$ cat src/core/rae_pkg.sv
package rae_pkg;
  // Register byte offsets on the APB slave.
  localparam logic [7:0] OFF_CTRL = 8'h00;
  localparam logic [7:0] OFF_PRIO_EXT = 8'h04;
  localparam logic [7:0] OFF_PRIO_PER = 8'h08;
  localparam logic [7:0] OFF_VBR = 8'h0C;
  localparam logic [7:0] OFF_STATUS = 8'h10;
  localparam logic [7:0] OFF_FAULT = 8'h14;
  // Field positions and reset values.
  localparam int CTRL_SINGLE_CHIP = 0;
  localparam int SR_MASK_LSB = 4;
  localparam logic [31:0] SR_RST = 32'h0000_00F0;
  localparam logic [31:0] PRIO_RST = 32'h0000_0000;
  localparam logic [3:0] MASK_ALL = 4'hF;
  localparam logic [3:0] LVL_UB = 4'hF;
  localparam logic [3:0] LVL_NMI_MASK = 4'hF;
  // Minimum reset hold in clock cycles.
  localparam logic [4:0] RST_MIN_CYC = 5'h14;
  // Reset vector addresses.
  localparam logic [31:0] VEC_COLD_PC = 32'h0000_0000;
  localparam logic [31:0] VEC_WARM_PC = 32'h0000_0008;
  localparam logic [31:0] WORD_STEP = 32'h0000_0004;
  // Exception vector numbers.
  localparam logic [7:0] VECN_CPU_AE = 8'h09;
  localparam logic [7:0] VECN_DMA_AE = 8'h0A;
  localparam logic [7:0] VECN_NMI = 8'h0B;
  localparam logic [7:0] VECN_UB = 8'h0C;
  localparam logic [7:0] VECN_EXT = 8'h40;
  localparam logic [7:0] VECN_PER = 8'h48;
  // Address map: peripheral window, its 8-bit half, external space.
  localparam logic [31:0] PER_LO = 32'hFFFF_8000;
  localparam logic [31:0] PER8_LO = 32'hFFFF_C000;
  localparam logic [31:0] EXT_LO = 32'h0040_0000;
  localparam logic [31:0] EXT_HI = 32'hFFFF_7FFF;
  localparam int NSRC = 8;

  typedef enum logic [1:0] {
    RAE_SZ_BYTE = 2'b00,
    RAE_SZ_WORD = 2'b01,
    RAE_SZ_LONG = 2'b10
  } rae_size_e;

  typedef enum logic [1:0] {
    RAE_M_CPU = 2'b00,
    RAE_M_DMA = 2'b01,
    RAE_M_XFER = 2'b10
  } rae_master_e;

  typedef enum logic [2:0] {
    RAE_RUN = 3'b000,
    RAE_RST_HOLD = 3'b001,
    RAE_RST_PC = 3'b010,
    RAE_RST_SP = 3'b011,
    RAE_PUSH_SR = 3'b100,
    RAE_PUSH_PC = 3'b101,
    RAE_VEC = 3'b110
  } rae_state_e;

  typedef struct packed {
    logic psel;
    logic penable;
    logic pwrite;
    logic [31:0] paddr;
    logic [31:0] pwdata;
  } rae_apb_s;

  typedef struct packed {
    logic vld;
    logic [31:0] addr;
    rae_size_e size;
    rae_master_e master;
  } rae_acc_s;

  typedef struct packed {
    logic req;
    logic we;
    logic [31:0] addr;
    logic [31:0] wdata;
  } rae_mem_s;
endpackage

$ cat src/core/rae_sync.sv
// Two-flop synchroniser for asynchronous pins.
module rae_sync #(
  parameter int W = 11,
  parameter logic [W-1:0] RST_VAL = '0
) (
  input wire logic clk_i, // Core clock.
  input wire logic rst_n_i, // Synchronous reset, active low.
  input wire logic [W-1:0] d_i, // Asynchronous pin levels.
  output logic [W-1:0] q_o // Synchronised levels.
);
  typedef struct packed {
    logic [W-1:0] ff1;
    logic [W-1:0] ff2;
  } rae_sync_s;

  rae_sync_s s;
  rae_sync_s next_s;

  // The first stage feeds only the second stage.
  always_comb
  begin
    next_s.ff1 = d_i;
    next_s.ff2 = s.ff1;
  end

  // Both stages take the idle level under reset.
  always_ff @(posedge clk_i)
  begin
    if (!rst_n_i)
    begin
      s <= {RST_VAL, RST_VAL};
    end
    else
    begin
      s <= next_s;
    end
  end

  assign q_o = s.ff2;
endmodule

$ cat src/core/rae_addr_chk.sv
// Combinational address error classification.
module rae_addr_chk (
  input wire logic fetch_vld_i, // Instruction fetch this cycle.
  input wire logic [31:0] fetch_addr_i, // Fetch address.
  input rae_pkg::rae_acc_s dacc_i, // Data access by any master.
  input wire logic single_chip_i, // Single-chip operation.
  output logic fetch_err_o, // Fetch faults.
  output logic data_err_o // Data access faults.
);
  logic f_per;
  logic f_ext;
  logic d_per;
  logic d_per8;
  logic d_ext;
  logic mis_word;
  logic mis_long;

  // Region decode for both address streams.
  always_comb
  begin
    f_per = fetch_addr_i >= rae_pkg::PER_LO;
    f_ext = (fetch_addr_i >= rae_pkg::EXT_LO) && (fetch_addr_i <= rae_pkg::EXT_HI);
    d_per = dacc_i.addr >= rae_pkg::PER_LO;
    d_per8 = dacc_i.addr >= rae_pkg::PER8_LO;
    d_ext = (dacc_i.addr >= rae_pkg::EXT_LO) && (dacc_i.addr <= rae_pkg::EXT_HI);
    mis_word = (dacc_i.size == rae_pkg::RAE_SZ_WORD) && dacc_i.addr[0];
    mis_long = (dacc_i.size == rae_pkg::RAE_SZ_LONG) && (dacc_i.addr[1:0] != 2'h0);
  end

  // Fetch faults: odd address, peripheral space, barred external space.
  assign fetch_err_o = fetch_vld_i && (fetch_addr_i[0] || f_per || (single_chip_i && f_ext));

  // Data faults: misalignment, longword into 8-bit peripherals, barred external.
  assign data_err_o = dacc_i.vld && (mis_word || mis_long
    || ((dacc_i.size == rae_pkg::RAE_SZ_LONG) && d_per && d_per8)
    || (single_chip_i && d_ext));
endmodule

$ cat src/core/rae_top.sv
// Reset sequencing, address error detection and interrupt priority front end.
//
// The APB register port and the register addresses were chosen for this implementation.
module rae_top (
  input wire logic clk_i, // Core clock, 100 MHz.
  input wire logic rst_n_i, // Synchronous reset, active low.
  input rae_pkg::rae_apb_s apb_i, // APB request.
  output logic [31:0] prdata_o, // APB read data.
  output logic pready_o, // APB ready.
  output logic pslverr_o, // APB error on unmapped address.
  input wire logic cold_init_pin_n_i, // Cold reset pin, active low.
  input wire logic warm_init_pin_n_i, // Warm reset pin, active low.
  input wire logic nmi_pin_i, // Nonmaskable interrupt pin.
  input wire logic [7:0] ext_int_lines_i, // External interrupt lines.
  input wire logic user_break_req_i, // User break request.
  input wire logic [7:0] periph_int_req_i, // Peripheral requests.
  input wire logic bus_busy_i, // A bus cycle is in progress.
  input wire logic instr_done_i, // Instruction boundary.
  input wire logic [31:0] next_pc_i, // Address after last instruction.
  input wire logic sr_wr_i, // CPU writes the status word.
  input wire logic [31:0] sr_wdata_i, // Status word from CPU.
  input wire logic fetch_vld_i, // Instruction fetch.
  input wire logic [31:0] fetch_addr_i, // Fetch address.
  input rae_pkg::rae_acc_s dacc_i, // Data access.
  output rae_pkg::rae_mem_s mem_o, // Vector and stack access.
  input wire logic mem_ack_i, // Memory access done.
  input wire logic [31:0] mem_rdata_i, // Memory read data.
  output logic [31:0] pc_o, // Program counter to load.
  output logic pc_load_o, // Jump strobe.
  output logic [31:0] sp_o, // Stack pointer.
  output logic [31:0] status_word_o, // Status word.
  output logic [31:0] vector_base_reg_o, // Vector base.
  output logic cpu_init_o, // CPU held initialised.
  output logic periph_init_o, // Peripherals held initialised.
  output logic bus_ctl_init_o // Bus state unit held initialised.
);
  typedef struct packed {
    rae_pkg::rae_state_e st;
    logic [4:0] rcnt;
    logic cold;
    logic [31:0] sr;
    logic [31:0] vector_base_reg;
    logic [31:0] pc;
    logic [31:0] sp;
    logic [31:0] ret_pc;
    logic [31:0] fault;
    logic [7:0] vec;
    logic ae_cpu;
    logic ae_dma;
    logic nmi_pend;
    logic nmi_prev;
    logic single_chip;
    logic [31:0] prio_ext;
    logic [31:0] prio_per;
    rae_pkg::rae_mem_s mem;
    logic pc_load;
    logic cpu_init;
    logic periph_init;
    logic bsc_init;
    logic pready;
    logic pslverr;
    logic [31:0] prdata;
  } rae_state_s;

  rae_state_s s;
  rae_state_s next_s;
  logic [10:0] pins;
  logic cold_n;
  logic warm_n;
  logic nmi;
  logic [7:0] ext;
  logic fetch_err;
  logic data_err;
  logic [3:0] lvl [2*rae_pkg::NSRC];
  logic [2*rae_pkg::NSRC-1:0] req;
  logic [3:0] best_lvl;
  logic [7:0] best_vec;
  logic best_vld;
  logic [3:0] mask;
  logic [7:0] roff;
  logic unmapped;
  logic [31:0] rd;

  // Pins cross into the clock domain; reset pins idle high.
  rae_sync #(
    .W(11),
    .RST_VAL(11'h600)
  ) u_sync (
    .clk_i(clk_i),
    .rst_n_i(rst_n_i),
    .d_i({cold_init_pin_n_i, warm_init_pin_n_i, nmi_pin_i, ext_int_lines_i}),
    .q_o(pins)
  );

  assign cold_n = pins[10];
  assign warm_n = pins[9];
  assign nmi = pins[8];
  assign ext = pins[7:0];

  rae_addr_chk u_chk (
    .fetch_vld_i(fetch_vld_i),
    .fetch_addr_i(fetch_addr_i),
    .dacc_i(dacc_i),
    .single_chip_i(s.single_chip),
    .fetch_err_o(fetch_err),
    .data_err_o(data_err)
  );

  // Per-source request and programmed level; a 4-bit field cannot hold 16.
  for (genvar i = 0; i < rae_pkg::NSRC; i++)
  begin : g_src
    assign req[i] = ext[i];
    assign req[rae_pkg::NSRC + i] = periph_int_req_i[i];
    assign lvl[i] = s.prio_ext[4*i +: 4];
    assign lvl[rae_pkg::NSRC + i] = s.prio_per[4*i +: 4];
  end

  assign mask = s.sr[rae_pkg::SR_MASK_LSB +: 4];

  // Highest requesting level; the lowest index wins a tie.
  always_comb
  begin
    best_lvl = 4'h0;
    best_vec = 8'h00;
    best_vld = 1'b0;
    for (int i = 0; i < 2 * rae_pkg::NSRC; i++)
    begin
      if (req[i] && (lvl[i] > mask) && (!best_vld || (lvl[i] > best_lvl)))
      begin
        best_vld = 1'b1;
        best_lvl = lvl[i];
        best_vec = rae_pkg::VECN_EXT + 8'(i);
      end
    end
  end

  // Register read decode.
  always_comb
  begin
    roff = apb_i.paddr[7:0];
    unmapped = (apb_i.paddr[31:8] != 24'h00_0000) || (roff[1:0] != 2'h0) || (roff > rae_pkg::OFF_FAULT);
    case (roff)
      rae_pkg::OFF_CTRL: rd = {31'h0000_0000, s.single_chip};
      rae_pkg::OFF_PRIO_EXT: rd = s.prio_ext;
      rae_pkg::OFF_PRIO_PER: rd = s.prio_per;
      rae_pkg::OFF_VBR: rd = s.vector_base_reg;
      rae_pkg::OFF_STATUS: rd = {20'h0_0000, s.nmi_pend, s.ae_dma, s.ae_cpu, 2'h0, s.st, mask};
      rae_pkg::OFF_FAULT: rd = s.fault;
      default: rd = 32'h0000_0000;
    endcase
  end

  // Next state of the whole block.
  always_comb
  begin
    next_s = s;
    next_s.pc_load = 1'b0;
    next_s.nmi_prev = nmi;
    // APB: setup cycle prepares the answer, first access edge completes.
    next_s.pready = apb_i.psel && !apb_i.penable;
    next_s.pslverr = apb_i.psel && !apb_i.penable && unmapped;
    next_s.prdata = (apb_i.psel && !apb_i.penable && !apb_i.pwrite) ? rd : 32'h0000_0000;
    if (apb_i.psel && apb_i.penable && s.pready && apb_i.pwrite && !s.pslverr)
    begin
      case (apb_i.paddr[7:0])
        rae_pkg::OFF_CTRL: next_s.single_chip = apb_i.pwdata[rae_pkg::CTRL_SINGLE_CHIP];
        rae_pkg::OFF_PRIO_EXT: next_s.prio_ext = apb_i.pwdata;
        rae_pkg::OFF_PRIO_PER: next_s.prio_per = apb_i.pwdata;
        rae_pkg::OFF_VBR: next_s.vector_base_reg = apb_i.pwdata;
        default: next_s.prio_per = s.prio_per;
      endcase
    end
    if (sr_wr_i && (s.st == rae_pkg::RAE_RUN))
    begin
      next_s.sr = sr_wdata_i;
    end

    // Exception sequencer.
    case (s.st)
      rae_pkg::RAE_RUN:
      begin
        next_s.rcnt = 5'h00;
        if (instr_done_i)
        begin
          if (s.ae_cpu || s.ae_dma || s.nmi_pend
            || (user_break_req_i && (rae_pkg::LVL_UB > mask)) || best_vld)
          begin
            next_s.st = rae_pkg::RAE_PUSH_SR;
            next_s.ret_pc = next_pc_i;
            next_s.mem = '{req: 1'b1, we: 1'b1, addr: s.sp - rae_pkg::WORD_STEP, wdata: s.sr};
            next_s.sp = s.sp - rae_pkg::WORD_STEP;
          end
          // One source per entry, the rest stay pending.
          if (s.ae_cpu)
          begin
            next_s.vec = rae_pkg::VECN_CPU_AE;
            next_s.ae_cpu = 1'b0;
          end
          else if (s.ae_dma)
          begin
            next_s.vec = rae_pkg::VECN_DMA_AE;
            next_s.ae_dma = 1'b0;
          end
          else if (s.nmi_pend)
          begin
            next_s.vec = rae_pkg::VECN_NMI;
            next_s.nmi_pend = 1'b0;
            next_s.sr[rae_pkg::SR_MASK_LSB +: 4] = rae_pkg::LVL_NMI_MASK;
          end
          else if (user_break_req_i && (rae_pkg::LVL_UB > mask))
          begin
            next_s.vec = rae_pkg::VECN_UB;
            next_s.sr[rae_pkg::SR_MASK_LSB +: 4] = rae_pkg::LVL_UB;
          end
          else if (best_vld)
          begin
            next_s.vec = best_vec;
            next_s.sr[rae_pkg::SR_MASK_LSB +: 4] = best_lvl;
          end
        end
      end
      rae_pkg::RAE_PUSH_SR:
      begin
        if (mem_ack_i)
        begin
          next_s.st = rae_pkg::RAE_PUSH_PC;
          next_s.mem = '{req: 1'b1, we: 1'b1, addr: s.sp - rae_pkg::WORD_STEP, wdata: s.ret_pc};
          next_s.sp = s.sp - rae_pkg::WORD_STEP;
        end
      end
      rae_pkg::RAE_PUSH_PC:
      begin
        if (mem_ack_i)
        begin
          next_s.st = rae_pkg::RAE_VEC;
          next_s.mem = '{req: 1'b1, we: 1'b0, addr: s.vector_base_reg + {22'h00_0000, s.vec, 2'h0}, wdata: 32'h0000_0000};
        end
      end
      rae_pkg::RAE_VEC:
      begin
        if (mem_ack_i)
        begin
          // The handler runs next; nothing in a delay slot executes.
          next_s.st = rae_pkg::RAE_RUN;
          next_s.pc = mem_rdata_i;
          next_s.pc_load = 1'b1;
          next_s.mem = '0;
        end
      end
      rae_pkg::RAE_RST_HOLD:
      begin
        if (s.rcnt != 5'h1F)
        begin
          next_s.rcnt = s.rcnt + 5'h01;
        end
      end
      rae_pkg::RAE_RST_PC:
      begin
        if (mem_ack_i)
        begin
          next_s.st = rae_pkg::RAE_RST_SP;
          next_s.pc = mem_rdata_i;
          next_s.mem.addr = s.mem.addr + rae_pkg::WORD_STEP;
        end
      end
      rae_pkg::RAE_RST_SP:
      begin
        if (mem_ack_i)
        begin
          next_s.st = rae_pkg::RAE_RUN;
          next_s.sp = mem_rdata_i;
          next_s.vector_base_reg = 32'h0000_0000;
          next_s.sr[rae_pkg::SR_MASK_LSB +: 4] = rae_pkg::MASK_ALL;
          next_s.pc_load = 1'b1;
          next_s.cpu_init = 1'b0;
          next_s.mem = '0;
        end
      end
      default:
      begin
        next_s.st = rae_pkg::RAE_RST_HOLD;
      end
    endcase

    // New faults and NMI edges are added after the sequencer's clears, so a set wins over an entry.
    if (fetch_err || (data_err && (dacc_i.master == rae_pkg::RAE_M_CPU)))
    begin
      next_s.ae_cpu = 1'b1;
    end
    if (data_err && (dacc_i.master != rae_pkg::RAE_M_CPU))
    begin
      next_s.ae_dma = 1'b1;
    end
    if ((fetch_err || data_err) && !(s.ae_cpu || s.ae_dma))
    begin
      next_s.fault = fetch_err ? fetch_addr_i : dacc_i.addr;
    end
    if (nmi && !s.nmi_prev)
    begin
      next_s.nmi_pend = 1'b1;
    end

    // Reset hold and release; resets override the state and pending flags set above.
    if (!cold_n)
    begin
      next_s.st = rae_pkg::RAE_RST_HOLD;
      next_s.rcnt = (s.st == rae_pkg::RAE_RST_HOLD && s.rcnt != 5'h1F) ? s.rcnt + 5'h01 : s.rcnt;
      next_s.cold = 1'b1;
      next_s.cpu_init = 1'b1;
      next_s.periph_init = 1'b1;
      next_s.bsc_init = 1'b1;
      next_s.single_chip = 1'b0;
      next_s.prio_ext = rae_pkg::PRIO_RST;
      next_s.prio_per = rae_pkg::PRIO_RST;
    end
    else if (!warm_n && (s.st == rae_pkg::RAE_RST_HOLD || !bus_busy_i))
    begin
      next_s.st = rae_pkg::RAE_RST_HOLD;
      next_s.cold = s.st == rae_pkg::RAE_RST_HOLD ? s.cold : 1'b0;
      next_s.cpu_init = 1'b1;
      next_s.periph_init = 1'b0;
      next_s.bsc_init = 1'b0;
    end
    else if (s.st == rae_pkg::RAE_RST_HOLD)
    begin
      next_s.periph_init = 1'b0;
      next_s.bsc_init = 1'b0;
      next_s.rcnt = 5'h00;
      // A pulse shorter than the minimum leaves the CPU held.
      if (s.rcnt >= rae_pkg::RST_MIN_CYC - 5'h01)
      begin
        next_s.st = rae_pkg::RAE_RST_PC;
        next_s.mem = '{req: 1'b1, we: 1'b0, addr: s.cold ? rae_pkg::VEC_COLD_PC : rae_pkg::VEC_WARM_PC,
          wdata: 32'h0000_0000};
      end
    end
    if (s.st == rae_pkg::RAE_RST_HOLD || !cold_n || next_s.st == rae_pkg::RAE_RST_HOLD)
    begin
      next_s.ae_cpu = 1'b0;
      next_s.ae_dma = 1'b0;
      next_s.nmi_pend = 1'b0;
      next_s.mem = (next_s.st == rae_pkg::RAE_RST_HOLD) ? '0 : next_s.mem;
    end

    // System reset behaves as a cold reset held long enough.
    if (!rst_n_i)
    begin
      next_s = '0;
      next_s.st = rae_pkg::RAE_RST_HOLD;
      next_s.rcnt = rae_pkg::RST_MIN_CYC;
      next_s.cold = 1'b1;
      next_s.sr = rae_pkg::SR_RST;
      next_s.nmi_prev = 1'b1;
      next_s.cpu_init = 1'b1;
      next_s.periph_init = 1'b1;
      next_s.bsc_init = 1'b1;
    end
  end

  // All state is registered on every edge.
  always_ff @(posedge clk_i)
  begin
    s <= next_s;
  end

  assign prdata_o = s.prdata;
  assign pready_o = s.pready;
  assign pslverr_o = s.pslverr;
  assign mem_o = s.mem;
  assign pc_o = s.pc;
  assign pc_load_o = s.pc_load;
  assign sp_o = s.sp;
  assign status_word_o = s.sr;
  assign vector_base_reg_o = s.vector_base_reg;
  assign cpu_init_o = s.cpu_init;
  assign periph_init_o = s.periph_init;
  assign bus_ctl_init_o = s.bsc_init;
endmodule

$ cat config.mk
export PLATFORM = sky130hd
export DESIGN_NAME = rae_top
export DESIGN_NICKNAME = d
export VERILOG_FILES = /design/src/core/rae_pkg.sv /design/src/core/rae_sync.sv /design/src/core/rae_addr_chk.sv /design/src/core/rae_top.sv
export SDC_FILE = /design/constraint.sdc
export NUM_CORES = 1
export LEC_CHECK = 0
export BUFFER_PORTS_ARGS = -buffer_cell sky130_fd_sc_hd__buf_2
export CAP_MARGIN = 0
export CELL_PAD_IN_SITES_DETAIL_PLACEMENT = 0
export CELL_PAD_IN_SITES_GLOBAL_PLACEMENT = 2
export CORE_UTILIZATION = 35
export DETAILED_ROUTE_END_ITERATION = 10
export PLACE_DENSITY = 0.91
export SLEW_MARGIN = 10
export SYNTH_ARGS = -nofsm -noshare
export SYNTH_HDL_FRONTEND = slang
export SYNTH_HIERARCHICAL = 1
export SYNTH_SLANG_ARGS = --single-unit
$ cat constraint.sdc
create_clock -name clk_i -period 42.8 [get_ports clk_i]
set_clock_uncertainty 0.15 [all_clocks]
set_input_delay 2.14 -clock clk_i [delete_from_list [all_inputs] [get_ports clk_i]]
set_output_delay 2.14 -clock clk_i [all_outputs]
set_load 0.02 [all_outputs]
==> metrics.yaml <==
final_layout:
  num-nets-final: 3855
  fill_cells: 7550
  area_growth_pct: 12.64
  drive_gt1_frac: 0.1901
  post-route-cell-area_um2: 28850
setup_path:
  r2r-end: "s[174]"
  worstSetupEndpointType: "flop"
  path_max_fanout: 17
  worst-path-buf-inv: 7
  reg2reg_setup_slack_ps: 14720
  required_ps: 43160
  reg2reg_depth: 135
  path_class: "flop to flop"
  critPathSlowestCell: "o21ai_1"
  r2r-start: "status_word_o[5]"
  arrival_ps: 28440
  slowest_delay_ps: 740
  start_kind: "flop"
  path_common_cell: "ha_1"
  crit_family: "compound AO/OA/AOI/OAI gates"
logic_synthesis:
  seq_area_frac_synth: 0.3127
  syn_inst: 3304
  synthTopCellsByCount: "658 x nand2_1, 400 x dfxtp_1, 244 x a21oi_1"
  synth_cell_types: 90
  avgSynthCellArea_um2: 7.751
  synth-edff-count: 0
  synthFlopType: "dfxtp_1"
  synth.most_common_cell: "nand2_1"
  yosys-top-cells-area: "dfxtp_1 31%, nand2_1 9.6%, buf_4 6.8%, ha_1 6.3%, a21oi_1 4.8%"
  synth_area_um2: 25610
  synthArstFlopShare: 0
  yosysTopAreaCell: "dfxtp_1"
  synth_nets: 3692
  yosys_register_bits: 400
  synth_top_area_frac: 0.3127
  yosys_warnings: 6
cts:
  clk_latency_ps: 610
  cts_tree: "yes"
  cts-root-buf: "clkbuf_16"
  path_clk_slew_ps: 70
  cts_made_buffers: 49
  post_cts_resized: 0
  cts-hold-fix-buffers: 0
  cts_setup_buffers: 0
  clock_sinks: 400
  cts_max_level: 2
  clockBufferDepth: 3
placement:
  dp_hpwl_mm: 78.56
  post_dp_cell_area_um2: 27160
  portBuffers: 490
  place_congestion: 0.9339
route:
  routed_wl_mm: 106.4
  vias: 25280
  drcViolationCount: 0
  drt_iter0_drc: 2486
  wl_per_cell_um: 23.86
  vias_per_cell: 5.670
  ant_nets: 0
  drtPass1Iterations: 6
sta:
  tns_ps: 0
  period_needed_ps: 28080
  setup_viol: 0
  worst_pin_slew_ps: 1246
  final-hold-violation-count: 0
  slew_viol_final: 0
  max_slew_margin: 0.1586
  rsz0062_at_grt: "false"
  period_share: 0.6560
  max_freq_ghz: 0.03562
die:
  dieArea_um2: 74250
  num_io_pins: 491
  die_w_um: 272.5
  core_area_um2: 71980
  chipHeight_um: 272.5
  rows: 98
  start_util: 0.3558
pwr:
  total_power_uw: 1060
  ir_worst_vdd_v: 0.00003167
  power_density_nw_per_um2: 36.75
  p_leak_uw: 0.01198
grt:
  track_usage: 0.2774
  grt_max_degree: 102
  antenna_found_initial: 10
  grt_pass1_wl_mm: 156.8
  grt_pass1_vias: 23910
  grt_overflow: 0
worst_hold_path:
  min_path_cells: 1
  holdCritStartpoint: "u_sync/next_s[10]"
  hold-path-endpoint: "u_sync/q_o[10]"
  min_path_type: "flop to flop"
outcome:
  status: "completed"
flow_run:
  maxCapViolCount: 0
layout make-up:
cell class,count,area (um^2),area share
multi-input combinational,2406,14870,0.5156
sequential,400,8008,0.2776
timing repair buffer,539,2829,0.09807
clock buffer,71,1450,0.05027
tap,950,1189,0.04121
inverter,71,266.5,0.009239
clock inverter,17,219.0,0.007591
antenna,5,12.51,0.0004338
logic make-up (layout without fill, tap and decap cells):
kind of cell,count (synthesis),in the layout,synth area share
simple gates,1180,1180,0.2042
compound gates,975,975,0.2659
buf+inv,498,698,0.1089
flops,400,400,0.3127
fa+ha+maj,129,129,0.06332
xor+xnor,61,61,0.02086
mux,61,61,0.02419
other cells,0,5,0
metal layers:
metal  up-vias  track usage  wire, um
li1      11940            -         -
met1     12180       0.3667     45910
met2       995       0.4563     49300
met3       167      0.04525      7657
met4         4      0.09432      3490
met5         -            0        25
stage by stage:
step / setup slack, ps / hold slack [ps] / utilization / cells
6_report: 14720 / 261.1 / 0.4008 / 4459
5_1_grt: 12050 / 287.0 / 0.4007 / 4457
4_1_cts: 15080 / 260.9 / 0.4006 / 4454
3_5_place_dp: 15240 / 246.5 / 0.3774 / 4366
3_3_place_gp: 15430 / 247.3 / 0.3774 / 4366
2_1_floorplan: 18850 / 236.3 / - / 3304
worst max path at each step:
stage                startpoint               end  slack (ps)  depth (start not counted)
5_1_grt        status_word_o[5]  status_word_o[5]       12050                        134
6_report       status_word_o[5]            s[174]       14720                        135
3_3_place_gp   status_word_o[5]            s[174]       15430                        135
4_1_cts        status_word_o[5]            s[174]       15080                        134
3_5_place_dp   status_word_o[5]            s[174]       15240                        135
2_1_floorplan  status_word_o[5]            s[174]       18850                        136
cells in the final DEF, fill, tap and decap left out, types with 57 or more instances in the layout:
master and count:
inv_1 69, ha_1 128, o21ai_0 146, dfxtp_1 400
o211ai_1 57, a21boi_0 100, nor2_1 197, buf_2 488
nand2_1 654, a21oi_1 243
sequential cells by signal (all words and copies together) (netlist names), 11 cells and up:
name and cells:
s 83, mem_o 66, lvl 64, pc_o 32
prdata_o 32, sp_o 32, status_word_o 32, vector_base_reg_o 32
u_sync/next_s 11, u_sync/q_o 11
report_power, final:
group / total (uW) / internal, uW / leakage, uW / switching (uW)
clock network: 437 / 255 / 0.000814 / 182
logic: 218 / 68.5 / 0.00792 / 149
registers: 406 / 388 / 0.00324 / 17.8
Note: power is estimated with default switching activity, not from simulation.
